File: config.mk
export PLATFORM = sky130hd
export DESIGN_NAME = oad_core
export DESIGN_NICKNAME = d
export VERILOG_FILES = /design/src/oad_pkg.sv /design/src/oad_ext.sv /design/src/oad_core.sv
export SDC_FILE = /design/constraint.sdc
export NUM_CORES = 1
export LEC_CHECK = 0
export ABC_AREA = 1
export ABC_CLOCK_PERIOD_IN_PS = 1200
export BUFFER_PORTS_ARGS = -buffer_cell sky130_fd_sc_hd__buf_2
export CORE_ASPECT_RATIO = 1.1
export CORE_MARGIN = 3
export CORE_UTILIZATION = 25
export DETAILED_ROUTE_END_ITERATION = 10
export SLEW_MARGIN = 20
export SYNTH_ARGS = -nofsm -noshare
export SYNTH_HDL_FRONTEND = slang
export SYNTH_SLANG_ARGS = --single-unit
export TNS_END_PERCENT = 50
File: constraint.sdc
create_clock -name clk -period 1.2 [get_ports clk]
set_clock_uncertainty 0.05 [all_clocks]
set_input_delay 0.18 -clock clk [delete_from_list [all_inputs] [get_ports clk]]
set_output_delay 0.18 -clock clk [all_outputs]
set_load 0.02 [all_outputs]
File: src/oad_pkg.sv
// Purpose: shared constants and types of the operand address decoder
// Assumes: 16-bit instructions, 32-bit registers and addresses
// Notes:   field positions, size codes, steps and mode list are defined here
package oad_pkg;

  // ==========================================================================
  // instruction field positions
  localparam int HI_FIELD_MSB  = 11;
  localparam int HI_FIELD_LSB  = 8;
  localparam int LO_FIELD_MSB  = 7;
  localparam int LO_FIELD_LSB  = 4;
  localparam int DISP4_MSB     = 3;
  localparam int DISP8_MSB     = 7;
  localparam int DISP12_MSB    = 11;
  localparam int OPCLASS_LSB   = 12;

  // ==========================================================================
  // operand size codes and the address steps that go with them
  localparam logic [1:0] SIZE_BYTE = 2'h0;
  localparam logic [1:0] SIZE_WORD = 2'h1;
  localparam logic [1:0] SIZE_LONG = 2'h2;
  localparam logic [31:0] STEP_BYTE = 32'h0000_0001;
  localparam logic [31:0] STEP_WORD = 32'h0000_0002;
  localparam logic [31:0] STEP_LONG = 32'h0000_0004;

  localparam logic [3:0]  REG_ZERO_IDX = 4'h0;
  localparam logic [31:0] ZERO_WORD    = 32'h0000_0000;

  // ==========================================================================
  // addressing modes chosen by the opcode decode ahead of this block
  typedef enum logic [3:0] {
    MODE_NONE,
    MODE_REG_DIRECT,
    MODE_INDIRECT,
    MODE_POST_INC,
    MODE_PRE_DEC,
    MODE_DISP4,
    MODE_INDEXED,
    MODE_GBR_DISP,
    MODE_PC_DISP8,
    MODE_PC_DISP12,
    MODE_PC_REG,
    MODE_PC_CONST,
    MODE_IMM_ZERO,
    MODE_IMM_SIGN,
    MODE_IMM_TRAP,
    MODE_MAC
  } oad_mode_type;

endpackage

File: src/oad_ext.sv
// Purpose: displacement scaling and immediate / load data extension
// Assumes: purely combinational, used by the decoder core
// Notes:   all results are full 32-bit words
`timescale 1ns/1ps
`default_nettype none

module oad_ext (
  input  wire logic [15:0] instr,
  input  wire logic [1:0]  op_size,
  input  wire logic [1:0]  load_size,
  input  wire logic [31:0] load_data,
  output logic      [31:0] step,
  output logic      [31:0] disp4_scaled,
  output logic      [31:0] disp8_scaled,
  output logic      [31:0] pc8_offset,
  output logic      [31:0] pc12_offset,
  output logic      [31:0] imm_zero_ext,
  output logic      [31:0] imm_sign_ext,
  output logic      [31:0] imm_trap,
  output logic      [31:0] load_ext
);

  logic [31:0] d4_zx;
  logic [31:0] d8_zx;

  // ==========================================================================
  // raw fields, zero-extended
  assign d4_zx = {28'h000_0000, instr[oad_pkg::DISP4_MSB:0]};
  assign d8_zx = {24'h00_0000, instr[oad_pkg::DISP8_MSB:0]};

  // scaling by operand size; unknown size codes fall back to byte
  always_comb begin
    case (op_size)
      oad_pkg::SIZE_WORD: begin
        step         = oad_pkg::STEP_WORD;
        disp4_scaled = {d4_zx[30:0], 1'b0};
        disp8_scaled = {d8_zx[30:0], 1'b0};
      end
      oad_pkg::SIZE_LONG: begin
        step         = oad_pkg::STEP_LONG;
        disp4_scaled = {d4_zx[29:0], 2'h0};
        disp8_scaled = {d8_zx[29:0], 2'h0};
      end
      default: begin
        step         = oad_pkg::STEP_BYTE;
        disp4_scaled = d4_zx;
        disp8_scaled = d8_zx;
      end
    endcase
  end

  // branch offsets are sign-extended then doubled
  assign pc8_offset   = {{23{instr[7]}}, instr[7:0], 1'b0};
  assign pc12_offset  = {{19{instr[11]}}, instr[11:0], 1'b0};
  assign imm_zero_ext = d8_zx;
  assign imm_sign_ext = {{24{instr[7]}}, instr[7:0]};
  assign imm_trap     = {d8_zx[29:0], 2'h0};

  // memory data narrower than a longword is sign-extended into the register
  always_comb begin
    case (load_size)
      oad_pkg::SIZE_BYTE: load_ext = {{24{load_data[7]}}, load_data[7:0]};
      oad_pkg::SIZE_WORD: load_ext = {{16{load_data[15]}}, load_data[15:0]};
      default:            load_ext = load_data;
    endcase
  end

endmodule

`default_nettype wire

File: src/oad_core.sv
// Purpose: operand field decode and effective address generation
// Assumes: register values for both register fields, register zero, global
//          base and program counter arrive with the instruction
// Notes:   one registered stage; results are valid the edge after a take
//
// Contract
// - register direct: operand is the register named by the field, no memory access
// - register indirect: address is the selected register unmodified
// - post-increment: address is register; then register grows by 1, 2 or 4
// - pre-decrement: register drops by 1, 2 or 4 first; address is new value
// - 4-bit displacement zero-extended, scaled by size, added to register
// - indexed: address is selected register plus register zero
// - 8-bit displacement zero-extended, scaled by size, added to global base
// - short pc form: 8-bit displacement sign-extended, doubled, plus pc
// - long pc form: 12-bit displacement sign-extended, doubled, plus pc
// - register pc form: target is pc plus selected register
// - bit-test and logic immediates are zero-extended to 32 bits
// - move, add and compare-equal immediates are sign-extended
// - trap immediate zero-extended and multiplied by four
// - three-field format: destination 11:8, source 7:4, displacement 3:0
// - 8-bit displacement format takes bits 7:0 as displacement
// - 12-bit format: top four bits select operation, 11:0 displacement
// - register plus 8-bit: destination 11:8, pc displacement 7:0
// - 4-bit store format: base 7:4, displacement 3:0, register zero data
// - register-immediate format: destination 11:8, immediate 7:0
// - multiply-accumulate: destination field is a second post-incremented source
// - misaligned word or longword address raises an address error
// - byte and word loads are sign-extended to 32 bits
`timescale 1ns/1ps
`default_nettype none

module oad_core (
  input  wire logic                 clk,
  input  wire logic                 rst_n,
  input  wire logic                 ce,
  input  wire logic                 dec_valid,
  input  wire logic [15:0]          instr,
  input  wire oad_pkg::oad_mode_type mode,
  input  wire logic [1:0]           op_size,
  input  wire logic                 base_in_low,
  input  wire logic                 is_store,
  input  wire logic [31:0]          hi_field_value,
  input  wire logic [31:0]          lo_field_value,
  input  wire logic [31:0]          register_zero,
  input  wire logic [31:0]          global_base,
  input  wire logic [31:0]          pc_value,
  input  wire logic                 load_valid,
  input  wire logic [1:0]           load_size,
  input  wire logic [31:0]          load_data,
  output logic                      out_valid,
  output logic [3:0]                op_class,
  output logic [3:0]                dest_reg_field,
  output logic [3:0]                src_reg_field,
  output logic                      operand_is_reg,
  output logic [3:0]                operand_reg,
  output logic [3:0]                xfer_reg,
  output logic                      mem_req,
  output logic [31:0]               mem_addr,
  output logic                      mem2_req,
  output logic [31:0]               mem2_addr,
  output logic                      addr_error,
  output logic                      wb0_en,
  output logic [3:0]                wb0_idx,
  output logic [31:0]               wb0_data,
  output logic                      wb1_en,
  output logic [3:0]                wb1_idx,
  output logic [31:0]               wb1_data,
  output logic                      imm_valid,
  output logic [31:0]               imm_value,
  output logic                      target_valid,
  output logic [31:0]               target,
  output logic                      to_mult_acc,
  output logic                      load_ext_valid,
  output logic [31:0]               load_ext
);

  // ==========================================================================
  // state
  typedef struct packed {
    logic        valid;
    logic [3:0]  op_class;
    logic [3:0]  dest_f;
    logic [3:0]  src_f;
    logic        op_is_reg;
    logic [3:0]  op_reg;
    logic [3:0]  xfer;
    logic        mreq;
    logic [31:0] maddr;
    logic        mreq2;
    logic [31:0] maddr2;
    logic        aerr;
    logic        w0_en;
    logic [3:0]  w0_idx;
    logic [31:0] w0_data;
    logic        w1_en;
    logic [3:0]  w1_idx;
    logic [31:0] w1_data;
    logic        imm_v;
    logic [31:0] imm;
    logic        tgt_v;
    logic [31:0] tgt;
    logic        mac;
    logic        ld_v;
    logic [31:0] ld;
  } oad_state_type;

  oad_state_type state_reg;
  oad_state_type state_next;

  logic [31:0] step;
  logic [31:0] disp4_scaled;
  logic [31:0] disp8_scaled;
  logic [31:0] pc8_offset;
  logic [31:0] pc12_offset;
  logic [31:0] imm_zero_ext;
  logic [31:0] imm_sign_ext;
  logic [31:0] imm_trap;
  logic [31:0] load_ext_w;
  logic [3:0]  hi_f;
  logic [3:0]  lo_f;
  logic [3:0]  base_idx;
  logic [31:0] base_val;
  logic        take;

  // ==========================================================================
  // field extraction and extension
  oad_ext u_ext (
    .instr        (instr),
    .op_size      (op_size),
    .load_size    (load_size),
    .load_data    (load_data),
    .step         (step),
    .disp4_scaled (disp4_scaled),
    .disp8_scaled (disp8_scaled),
    .pc8_offset   (pc8_offset),
    .pc12_offset  (pc12_offset),
    .imm_zero_ext (imm_zero_ext),
    .imm_sign_ext (imm_sign_ext),
    .imm_trap     (imm_trap),
    .load_ext     (load_ext_w)
  );

  // register fields sit at fixed places in every format
  assign hi_f     = instr[oad_pkg::HI_FIELD_MSB:oad_pkg::HI_FIELD_LSB];
  assign lo_f     = instr[oad_pkg::LO_FIELD_MSB:oad_pkg::LO_FIELD_LSB];
  // short formats carry their base in bits 7:4, others in 11:8
  assign base_idx = base_in_low ? lo_f : hi_f;
  assign base_val = base_in_low ? lo_field_value : hi_field_value;
  assign take     = ce && dec_valid;

  // misalignment only matters for word and longword accesses
  function automatic logic misaligned(input logic [1:0] sz, input logic [31:0] a);
    misaligned = ((sz == oad_pkg::SIZE_WORD) && a[0]) ||
                 ((sz == oad_pkg::SIZE_LONG) && (a[1:0] != 2'h0));
  endfunction

  // ==========================================================================
  // next state: one decode per take; pulses drop on an edge with ce high that takes nothing
  always_comb begin
    state_next          = state_reg;
    state_next.valid    = 1'b0;
    state_next.ld_v     = 1'b0;
    if (ce && load_valid) begin
      state_next.ld_v = 1'b1;
      state_next.ld   = load_ext_w;
    end
    if (ce) begin
      state_next.mreq  = 1'b0;
      state_next.mreq2 = 1'b0;
      state_next.w0_en = 1'b0;
      state_next.w1_en = 1'b0;
      state_next.imm_v = 1'b0;
      state_next.tgt_v = 1'b0;
      state_next.aerr  = 1'b0;
    end
    if (take) begin
      state_next.valid     = 1'b1;
      state_next.op_class  = instr[15:oad_pkg::OPCLASS_LSB];
      state_next.dest_f    = hi_f;
      state_next.src_f     = lo_f;
      state_next.op_is_reg = 1'b0;
      state_next.op_reg    = base_idx;
      state_next.mac       = 1'b0;
      state_next.w0_idx    = base_idx;
      // data register: short and global-base forms move register zero; the pc table constant case below overrides it
      if (base_in_low || mode == oad_pkg::MODE_GBR_DISP)
        state_next.xfer = oad_pkg::REG_ZERO_IDX;
      else
        state_next.xfer = is_store ? lo_f : hi_f;
      // sums below are 32 bits wide and wrap silently
      case (mode)
        oad_pkg::MODE_REG_DIRECT: begin
          state_next.op_is_reg = 1'b1;
        end
        oad_pkg::MODE_INDIRECT: begin
          state_next.mreq  = 1'b1;
          state_next.maddr = base_val;
        end
        oad_pkg::MODE_POST_INC: begin
          state_next.mreq    = 1'b1;
          state_next.maddr   = base_val;
          state_next.w0_en   = 1'b1;
          state_next.w0_data = base_val + step;
        end
        oad_pkg::MODE_PRE_DEC: begin
          state_next.mreq    = 1'b1;
          state_next.maddr   = base_val - step;
          state_next.w0_en   = 1'b1;
          state_next.w0_data = base_val - step;
        end
        oad_pkg::MODE_DISP4: begin
          state_next.mreq  = 1'b1;
          state_next.maddr = base_val + disp4_scaled;
        end
        oad_pkg::MODE_INDEXED: begin
          state_next.mreq  = 1'b1;
          state_next.maddr = base_val + register_zero;
        end
        oad_pkg::MODE_GBR_DISP: begin
          state_next.mreq  = 1'b1;
          state_next.maddr = global_base + disp8_scaled;
        end
        oad_pkg::MODE_PC_DISP8: begin
          state_next.tgt_v = 1'b1;
          state_next.tgt   = pc_value + pc8_offset;
        end
        oad_pkg::MODE_PC_DISP12: begin
          state_next.tgt_v = 1'b1;
          state_next.tgt   = pc_value + pc12_offset;
        end
        oad_pkg::MODE_PC_REG: begin
          state_next.tgt_v = 1'b1;
          state_next.tgt   = pc_value + base_val;
        end
        oad_pkg::MODE_PC_CONST: begin
          // constant load from a pc-relative table into the high field
          state_next.mreq  = 1'b1;
          state_next.maddr = pc_value + disp8_scaled;
          state_next.xfer  = hi_f;
        end
        oad_pkg::MODE_IMM_ZERO: begin
          state_next.imm_v = 1'b1;
          state_next.imm   = imm_zero_ext;
        end
        oad_pkg::MODE_IMM_SIGN: begin
          state_next.imm_v  = 1'b1;
          state_next.imm    = imm_sign_ext;
          state_next.op_reg = hi_f;
        end
        oad_pkg::MODE_IMM_TRAP: begin
          state_next.imm_v = 1'b1;
          state_next.imm   = imm_trap;
        end
        oad_pkg::MODE_MAC: begin
          // both fields are sources; results go to the accumulator pair
          state_next.mac     = 1'b1;
          state_next.mreq    = 1'b1;
          state_next.maddr   = lo_field_value;
          state_next.mreq2   = 1'b1;
          state_next.maddr2  = hi_field_value;
          state_next.w0_en   = 1'b1;
          state_next.w0_idx  = lo_f;
          state_next.w0_data = lo_field_value + step;
          state_next.w1_en   = 1'b1;
          state_next.w1_idx  = hi_f;
          state_next.w1_data = hi_field_value + step;
        end
        default: begin
        end
      endcase
      // an access that would fault still reports its address
      state_next.aerr = (state_next.mreq && misaligned(op_size, state_next.maddr)) ||
                        (state_next.mreq2 && misaligned(op_size, state_next.maddr2));
    end
  end

  // ==========================================================================
  // state register; ce low freezes everything
  always_ff @(posedge clk or negedge rst_n) begin
    if (!rst_n) begin
      state_reg <= '0;
    end else if (ce) begin
      state_reg <= state_next;
    end
  end

  // outputs straight from the state flops
  // field order of the state struct matches the output list one for one
  assign {out_valid, op_class, dest_reg_field, src_reg_field, operand_is_reg, operand_reg,
          xfer_reg, mem_req, mem_addr, mem2_req, mem2_addr, addr_error, wb0_en, wb0_idx,
          wb0_data, wb1_en, wb1_idx, wb1_data, imm_valid, imm_value, target_valid, target,
          to_mult_acc, load_ext_valid, load_ext} = state_reg;

  // ==========================================================================
  // checks
  reg_direct_nomem_a: assert property (@(posedge clk) disable iff (!rst_n)
    (take && mode == oad_pkg::MODE_REG_DIRECT) |=> (operand_is_reg && !mem_req
      && operand_reg == $past(base_idx)))
    else $error("register direct made a memory access");
  indirect_addr_a: assert property (@(posedge clk) disable iff (!rst_n)
    (take && mode == oad_pkg::MODE_INDIRECT) |=> (mem_req && mem_addr == $past(base_val)))
    else $error("indirect address differs from register");
  post_inc_a: assert property (@(posedge clk) disable iff (!rst_n)
    (take && mode == oad_pkg::MODE_POST_INC && op_size == oad_pkg::SIZE_LONG)
      |=> (mem_addr == $past(base_val) && wb0_data == mem_addr + 32'h0000_0004))
    else $error("post-increment address or update wrong");
  pre_dec_a: assert property (@(posedge clk) disable iff (!rst_n)
    (take && mode == oad_pkg::MODE_PRE_DEC && op_size == oad_pkg::SIZE_WORD)
      |=> (mem_addr == $past(base_val) - 32'h0000_0002 && wb0_data == mem_addr))
    else $error("pre-decrement address or update wrong");
  indexed_sum_a: assert property (@(posedge clk) disable iff (!rst_n)
    (take && mode == oad_pkg::MODE_INDEXED)
      |=> (mem_addr == $past(base_val) + $past(register_zero)))
    else $error("indexed address is not the sum");
  // any negative displacement with raw byte u lands 512 - 2u below the pc
  pc_short_a: assert property (@(posedge clk) disable iff (!rst_n)
    (take && mode == oad_pkg::MODE_PC_DISP8 && instr[7])
      |=> (target_valid && target == $past(pc_value) - (32'h0000_0200
        - {23'h00_0000, $past(instr[7:0]), 1'b0})))
    else $error("short pc target wrong for negative displacement");
  trap_scale_a: assert property (@(posedge clk) disable iff (!rst_n)
    (take && mode == oad_pkg::MODE_IMM_TRAP)
      |=> (imm_valid && imm_value[1:0] == 2'h0 && imm_value[31:10] == 22'h00_0000))
    else $error("trap immediate not quadrupled zero-extended");
  align_err_a: assert property (@(posedge clk) disable iff (!rst_n)
    (take && op_size == oad_pkg::SIZE_LONG)
      |=> (!mem_req || mem_addr[1:0] == 2'h0 || addr_error))
    else $error("misaligned longword access not flagged");
  mac_sources_a: assert property (@(posedge clk) disable iff (!rst_n)
    (take && mode == oad_pkg::MODE_MAC)
      |=> (to_mult_acc && wb0_en && wb1_en && wb1_idx == $past(hi_f)))
    else $error("multiply-accumulate sources not both advanced");

endmodule

`default_nettype wire

Word-level counts from Yosys, hierarchy flattened
Index checks and enable logic that the tools add are counted.
{"block": "totals", "input_bits": 223, "memories": 0, "mem_bits_ro": 0, "ff_bits": 263, "elab_cells": 112, "latchBits": 0, "ramBits": 0, "out_inout_bits": 263}
{"block": "classes", "shifts": 0, "bitwise": 0, "eq_ne": 20, "n_addsub": 11, "order_cmp": 0, "n_reduce_logical": 28, "mul": 0, "mux": 26, "div_mod_pow": 0}
{"operator": "$add A32 B32 Y32", "n": 10}
{"operator": "$pmux W33 S7", "n": 1}
{"operator": "$mux W230", "n": 1}
{"operator": "$pmux W33 S3", "n": 2}
{"operator": "$mux W33", "n": 4}
{"operator": "$pmux W32 S3", "n": 1}
{"operator": "$pmux W32 S2", "n": 1}
{"operator": "$mux W37", "n": 1}
{"operator": "$eq A4 B4 Y1 const B", "n": 8}
{"operator": "$mux W32", "n": 1}
{"operator": "$sub A32 B32 Y32", "n": 1}
{"operator": "$mux W4", "n": 6}
{"operator": "$pmux W10 S2", "n": 1}
{"operator": "$reduce_and A3 Y1", "n": 6}
{"operator": "$eq A4 B3 Y1 const B", "n": 4}
{"operator": "$pmux W6 S2", "n": 1}
{"operator": "$reduce_bool A3 Y1", "n": 3}
{"operator": "$eq A4 B2 Y1 const B", "n": 2}
{"operator": "$logic_and A1 B1 Y1", "n": 8}
{"operator": "$ne A8 B2 Y1 const B", "n": 1}
{"operator": "$pmux W3 S2", "n": 1}
{"operator": "$mux W1", "n": 5}
{"operator": "$eq A2 B1 Y1 const B", "n": 2}
{"operator": "$eq A4 B1 Y1 const B", "n": 1}
{"operator": "other kinds (8)", "n": 13}

Logic depth before layout (Yosys ltp)
{"block": "depth", "word_depth": 11, "ltp_mapped": 24}

Cells and area by module
A second synthesis with hierarchy kept.
{"block": "hier_totals", "hier_cells": 4728, "area_unflattened_um2": 28941.5}
{"module": "oad_core", "area_each_um2": 26482.9, "instances": 1, "cells_per_inst": 4361}
{"module": "oad_ext", "area_each_um2": 2458.6, "instances": 1, "cells_per_inst": 367}

Worst setup path before layout
Ideal clock, no wire load.
{"block": "synth_timing", "path_type": "input port to flip-flop", "startpoint": "input port mode[1]", "endpoint": "register state_reg, in the netlist mem_addr[28]", "t_required_ns": 1.037, "n_path_buf": 4, "setup_time_ns": 0.113, "cell_stages": 22, "arrival_ns": 3.131, "setup_slack_ns": -2.094, "path_cell_list": "buf_4 -> nand2_4 -> inv_1 -> nand2_2 -> buf_4 -> clkbuf_1 -> clkbuf_1 -> nand2_1 -> o21ai_0 -> ha_1 -> inv_1 -> fa_1 -> inv_1 -> nand3_1 -> nand3_1 -> nand2_1 -> nor2_1 -> nand3_1 -> nand3_1 -> nand3_1 -> nand2_1 -> inv_1"}
{"block": "synth_between", "elab_chain_cells": 4}
{"item": "from (decl)", "line": "oad_core.sv:38", "text": "input wire oad_pkg::oad_mode_type mode,"}
{"item": "$eq A4 B2 Y1", "line": "oad_core.sv:191", "text": "case (mode)"}
{"item": "$reduce_or A2 Y1 (no source line)"}
{"item": "$ne A8 B2 Y1 (no source line) or $pmux W33 S7 (tied branches)"}
{"item": "$reduce_and A3 Y1 (no source line) or $mux W33 (tied branches)"}
{"item": "to (signal assigned)", "line": "oad_core.sv:283", "text": "state_reg <= state_next;"}
{"item": "to (decl)", "line": "oad_core.sv:107", "text": "oad_state_type state_reg;"}
Parallel ways exist; a longest one is shown, timed or not. The select of a mux whose other input is x is not followed.
A chain may end at the register's enable or synchronous reset.

Worst setup path after layout
{"block": "layout_timing", "startpoint": "input port op_size[0]", "endpoint": "register state_reg, in the netlist mem_addr[29]"}
{"block": "layout_between", "elab_chain_cells": 5}
{"item": "from (decl)", "line": "oad_core.sv:39", "text": "input wire logic [1:0] op_size,"}
{"item": "$eq A2 B2 Y1 or $eq A2 B1 Y1 (tied branches)", "line": "oad_ext.sv:33", "text": "case (op_size)"}
{"item": "$pmux W10 S2 (tied with other cells)", "line": "oad_ext.sv:33"}
{"item": "$add A32 B32 Y32 (tied with other cells)", "line": "oad_core.sv:238", "text": "state_next.maddr = pc_value + disp8_scaled;"}
{"item": "$pmux W33 S7 *", "line": "oad_core.sv:191"}
{"item": "$mux W33 *", "line": "oad_core.sv:176", "text": "if (take) begin"}
Mark *: on every way between the ends. The rest lies on a longest branch, timed or not. The select of a mux whose other input is x is not followed.

==> flow_summary.json <==
{
  "cts_max_level": 2,
  "clock_latency_ns": 0.57,
  "vdd_drop_max_v": 0.00128,
  "hold_viol": 10,
  "routed-via-count": 31901,
  "numCtsBuffers": 35,
  "crit_fanout": 8,
  "grt_use_total": 0.266,
  "synthFlopType": "dfrtp_1",
  "synth_cells": 3797,
  "ant_nets": 0,
  "setup_viol": 391,
  "dp_hpwl_mm": 106,
  "synth_top_area_share": 0.267,
  "async_flop_share": 1.00,
  "synth-seq-cells": 242,
  "wl_per_cell_um": 20.1,
  "rsz0062_at_grt": "true",
  "drv_cap": 0,
  "setup_ws_ns": -1.06,
  "postSynthAreaPerCell_um2": 5.98,
  "multi_input_area_um2": 19600,
  "antenna_found_initial": 37,
  "first_global_vias": 31338,
  "portBuffers": 485,
  "drt-vias-per-instance": 4.88,
  "fin_crit_sh": 1.89,
  "path_clk_slew_ns": 0.06,
  "fp.dieW_um": 293,
  "p_leak_nw": 21.2,
  "fmax_ghz": 0.442,
  "netlist-cell-type-count": 54,
  "synth_top_cell_by_area": "dfrtp_1",
  "violations": "hold timing, setup timing",
  "synth_edf_count": 0,
  "die_y_um": 322,
  "tns_ns": -138.18,
  "start_util": 0.253,
  "ctsRootBufferMaster": "clkbuf_16",
  "grt-ovfl-total": 0,
  "n_fill_cell": 8863,
  "cp-end-kind": "flip-flop",
  "syn_nets": 4141,
  "area_delta_synth_final_pct": 89.8,
  "fin_crit_ns": 2.26,
  "layout.nets": 5664,
  "start_kind": "primary input",
  "drc_errors": 0,
  "clk_path_buf_depth": 3,
  "yosysWarnings": 0,
  "place_ws_ns": -1.82,
  "holdWs_ns": -0.00284,
  "drive_gt1_frac": 0.479,
  "ys_seq_area_frac": 0.267,
  "synth_area_um2": 22700,
  "yosys-top-cells-area": "dfrtp_1 27%, nand2_1 21%, nor2_1 7.7%, inv_1 6.8%, nand3_1 6.3%",
  "globalplace.congestion": 0.996,
  "cts.sink_count": 242,
  "status": "finished with violations",
  "worstPathRequired_ns": 1.64,
  "drt-initial-drc-count": 1885,
  "die-area_um2": 94500,
  "rows": 115,
  "arrival_ns": 2.70,
  "setup.worst_path.class": "primary input to flip-flop",
  "cts_tree": "yes",
  "seqCellArea_um2": 6070,
  "drv_slew": 0,
  "routed_wl_mm": 131,
  "grt_max_degree": 56,
  "worst_slew_pin_slew_ns": 0.551,
  "max_slew_margin": 0.629,
  "firstDrtPassIters": 6,
  "ios": 486,
  "power_density_nw_per_um2": 1010,
  "core_area_um2": 89800,
  "grt_pass1_wl_mm": 192,
  "hp-class": "primary input to async pin"
}
[kinds of logic (layout without fill, tap and decap cells)]
group / count (synthesis) / in the layout / share of synthesized area
other cells: 0 / 26 / 0
simple gates: 2207 / 2208 / 0.399
compound gates: 652 / 652 / 0.156
xor+xnor: 28 / 28 / 0.0108
mux: 7 / 7 / 0.00347
buf+inv: 540 / 2087 / 0.0957
flops: 242 / 242 / 0.267
fa+ha+maj: 121 / 121 / 0.0690
[worst max-delay path, stage by stage]
cell	delay, ns
buf_12	0.10
inv_12	0.03
ha_4	0.29
clkinvlp_4	0.18
buf_4	0.19
nand2_1	0.08
o21ai_0	0.08
buf_4	0.15
ha_4	0.35
a21oi_4	0.08
buf_4	0.15
nand2_4	0.11
nand3_4	0.08
nand2_4	0.08
buf_12	0.10
nand2_1	0.06
nand2_1	0.06
nand2_1	0.05
nand3_1	0.09
nand3_1	0.07
nand2_1	0.07
inv_1	0.04
[layout make-up]
class / instances / share of cell area
multi-input combinational: 3016 / 0.454
timing repair buffer: 1603 / 0.302
sequential: 242 / 0.141
inverter: 419 / 0.0393
tap: 1170 / 0.0339
clock buffer: 43 / 0.0224
clock inverter: 19 / 0.00534
antenna: 26 / 0.00151
timing repair inverter: 3 / 0.00104
[cells in the final DEF, fill, tap and decap left out, types with 11 or more instances in the layout]
cell	count
nand2_2	198
nor3_1	12
buf_4	850
nand3_1	171
nand2_4	72
o21ai_4	31
nand2_1	1016
a31oi_1	12
diode_2	26
nand3_2	91
nand4_1	46
o211ai_1	18
nor3_2	14
buf_12	61
inv_2	45
ha_4	69
a21oi_2	81
inv_1	351
o21a_1	16
clkbuf_16	37
nor2_1	340
ha_1	40
nand3_4	23
nand3b_1	26
nor2_2	58
a21oi_1	153
buf_8	11
buf_6	198
dlygate4sd3_1	88
buf_2	388
a21oi_4	26
or2_2	24
o21ai_2	64
o21ai_0	131
nor2_4	82
xor2_1	18
dfrtp_1	232
o21ai_1	61
[Yosys cell counts, drive strengths merged (2+ instances only)]
cell type	n
o2111ai	8
o21a	18
o211ai	18
o21ai	287
dfrtp	242
inv	415
a211oi	2
a21o	5
nand2	1295
a31oi	15
nor4	6
clkinv	4
fa	7
clkbuf	72
a21oi	260
xnor2	6
nor3	31
nor2	479
a21boi	5
nand4	46
o31ai	4
mux2	7
ha	114
a2bb2oi	2
nand3	285
a22oi	3
o21bai	13
buf	49
and2	3
or2	34
xor2	22
o22ai	3
o221ai	2
nand3b	26
[per-layer routing]
metal / vias to the layer above / part of all wire / global-route usage
li1: 15454 / - / -
met1: 14991 / 0.41 / 0.328
met2: 1137 / 0.46 / 0.448
met3: 301 / 0.067 / 0.0510
met4: 18 / 0.055 / 0.124
met5: - / 0.00072 / 0
[power breakdown]
part / total (mW) / leakage [nW] / internal, mW / switching [mW]
Combinational: 21.5 / 17.7 / 9.56 / 12.0
Sequential: 10.9 / 2.97 / 9.72 / 1.14
Clock: 11.2 / 0.577 / 6.63 / 4.53
[through the flow]
stage | power (mW) | utilization | cells | hold WS (ns) | area [µm²]
floorplan | 19.2 | - | 3797 | -0.166 | 23700
global placement | 27.3 | 0.379 | 6219 | -0.00398 | 34000
detailed placement | 27.4 | 0.379 | 6219 | -0.00481 | 34000
CTS | 42.2 | 0.456 | 6469 | 0.000786 | 41000
global route | 45.8 | 0.480 | 6534 | 0.00655 | 43100
finish | 43.6 | 0.480 | 6541 | -0.00284 | 43100
[path summary, 6_finish.rpt]
kind,start,end,slack (ns),depth (start not counted)
worst max-delay path,op_size[0],mem_addr[29],-1.06,22
worst min-delay path,rst_n,mem2_addr[0],-0.003,2
worst max register to register,mem2_addr[1],addr_error,-0.08,7
worst min register to register,mem2_addr[21],mem2_addr[21],0.42,2
max in group asynchronous,rst_n,load_ext[17],0.45,4
min in group clk,instr[0],imm_value[0],0.03,4
[timing repair]
| action | 4_1_cts | 5_1_grt |
|---|---|---|
| setup buffers | 98 | 54 |
| resized for setup | 1020 | 447 |
| hold buffers | 89 | 0 |
| pin swaps | 280 | 278 |
| setup endpoints to repair | 390 | 407 |
| cloned | 10 | 2 |
| hold endpoints to repair | 325 | 0 |
No activity file was read; power rests on OpenSTA's default activity.
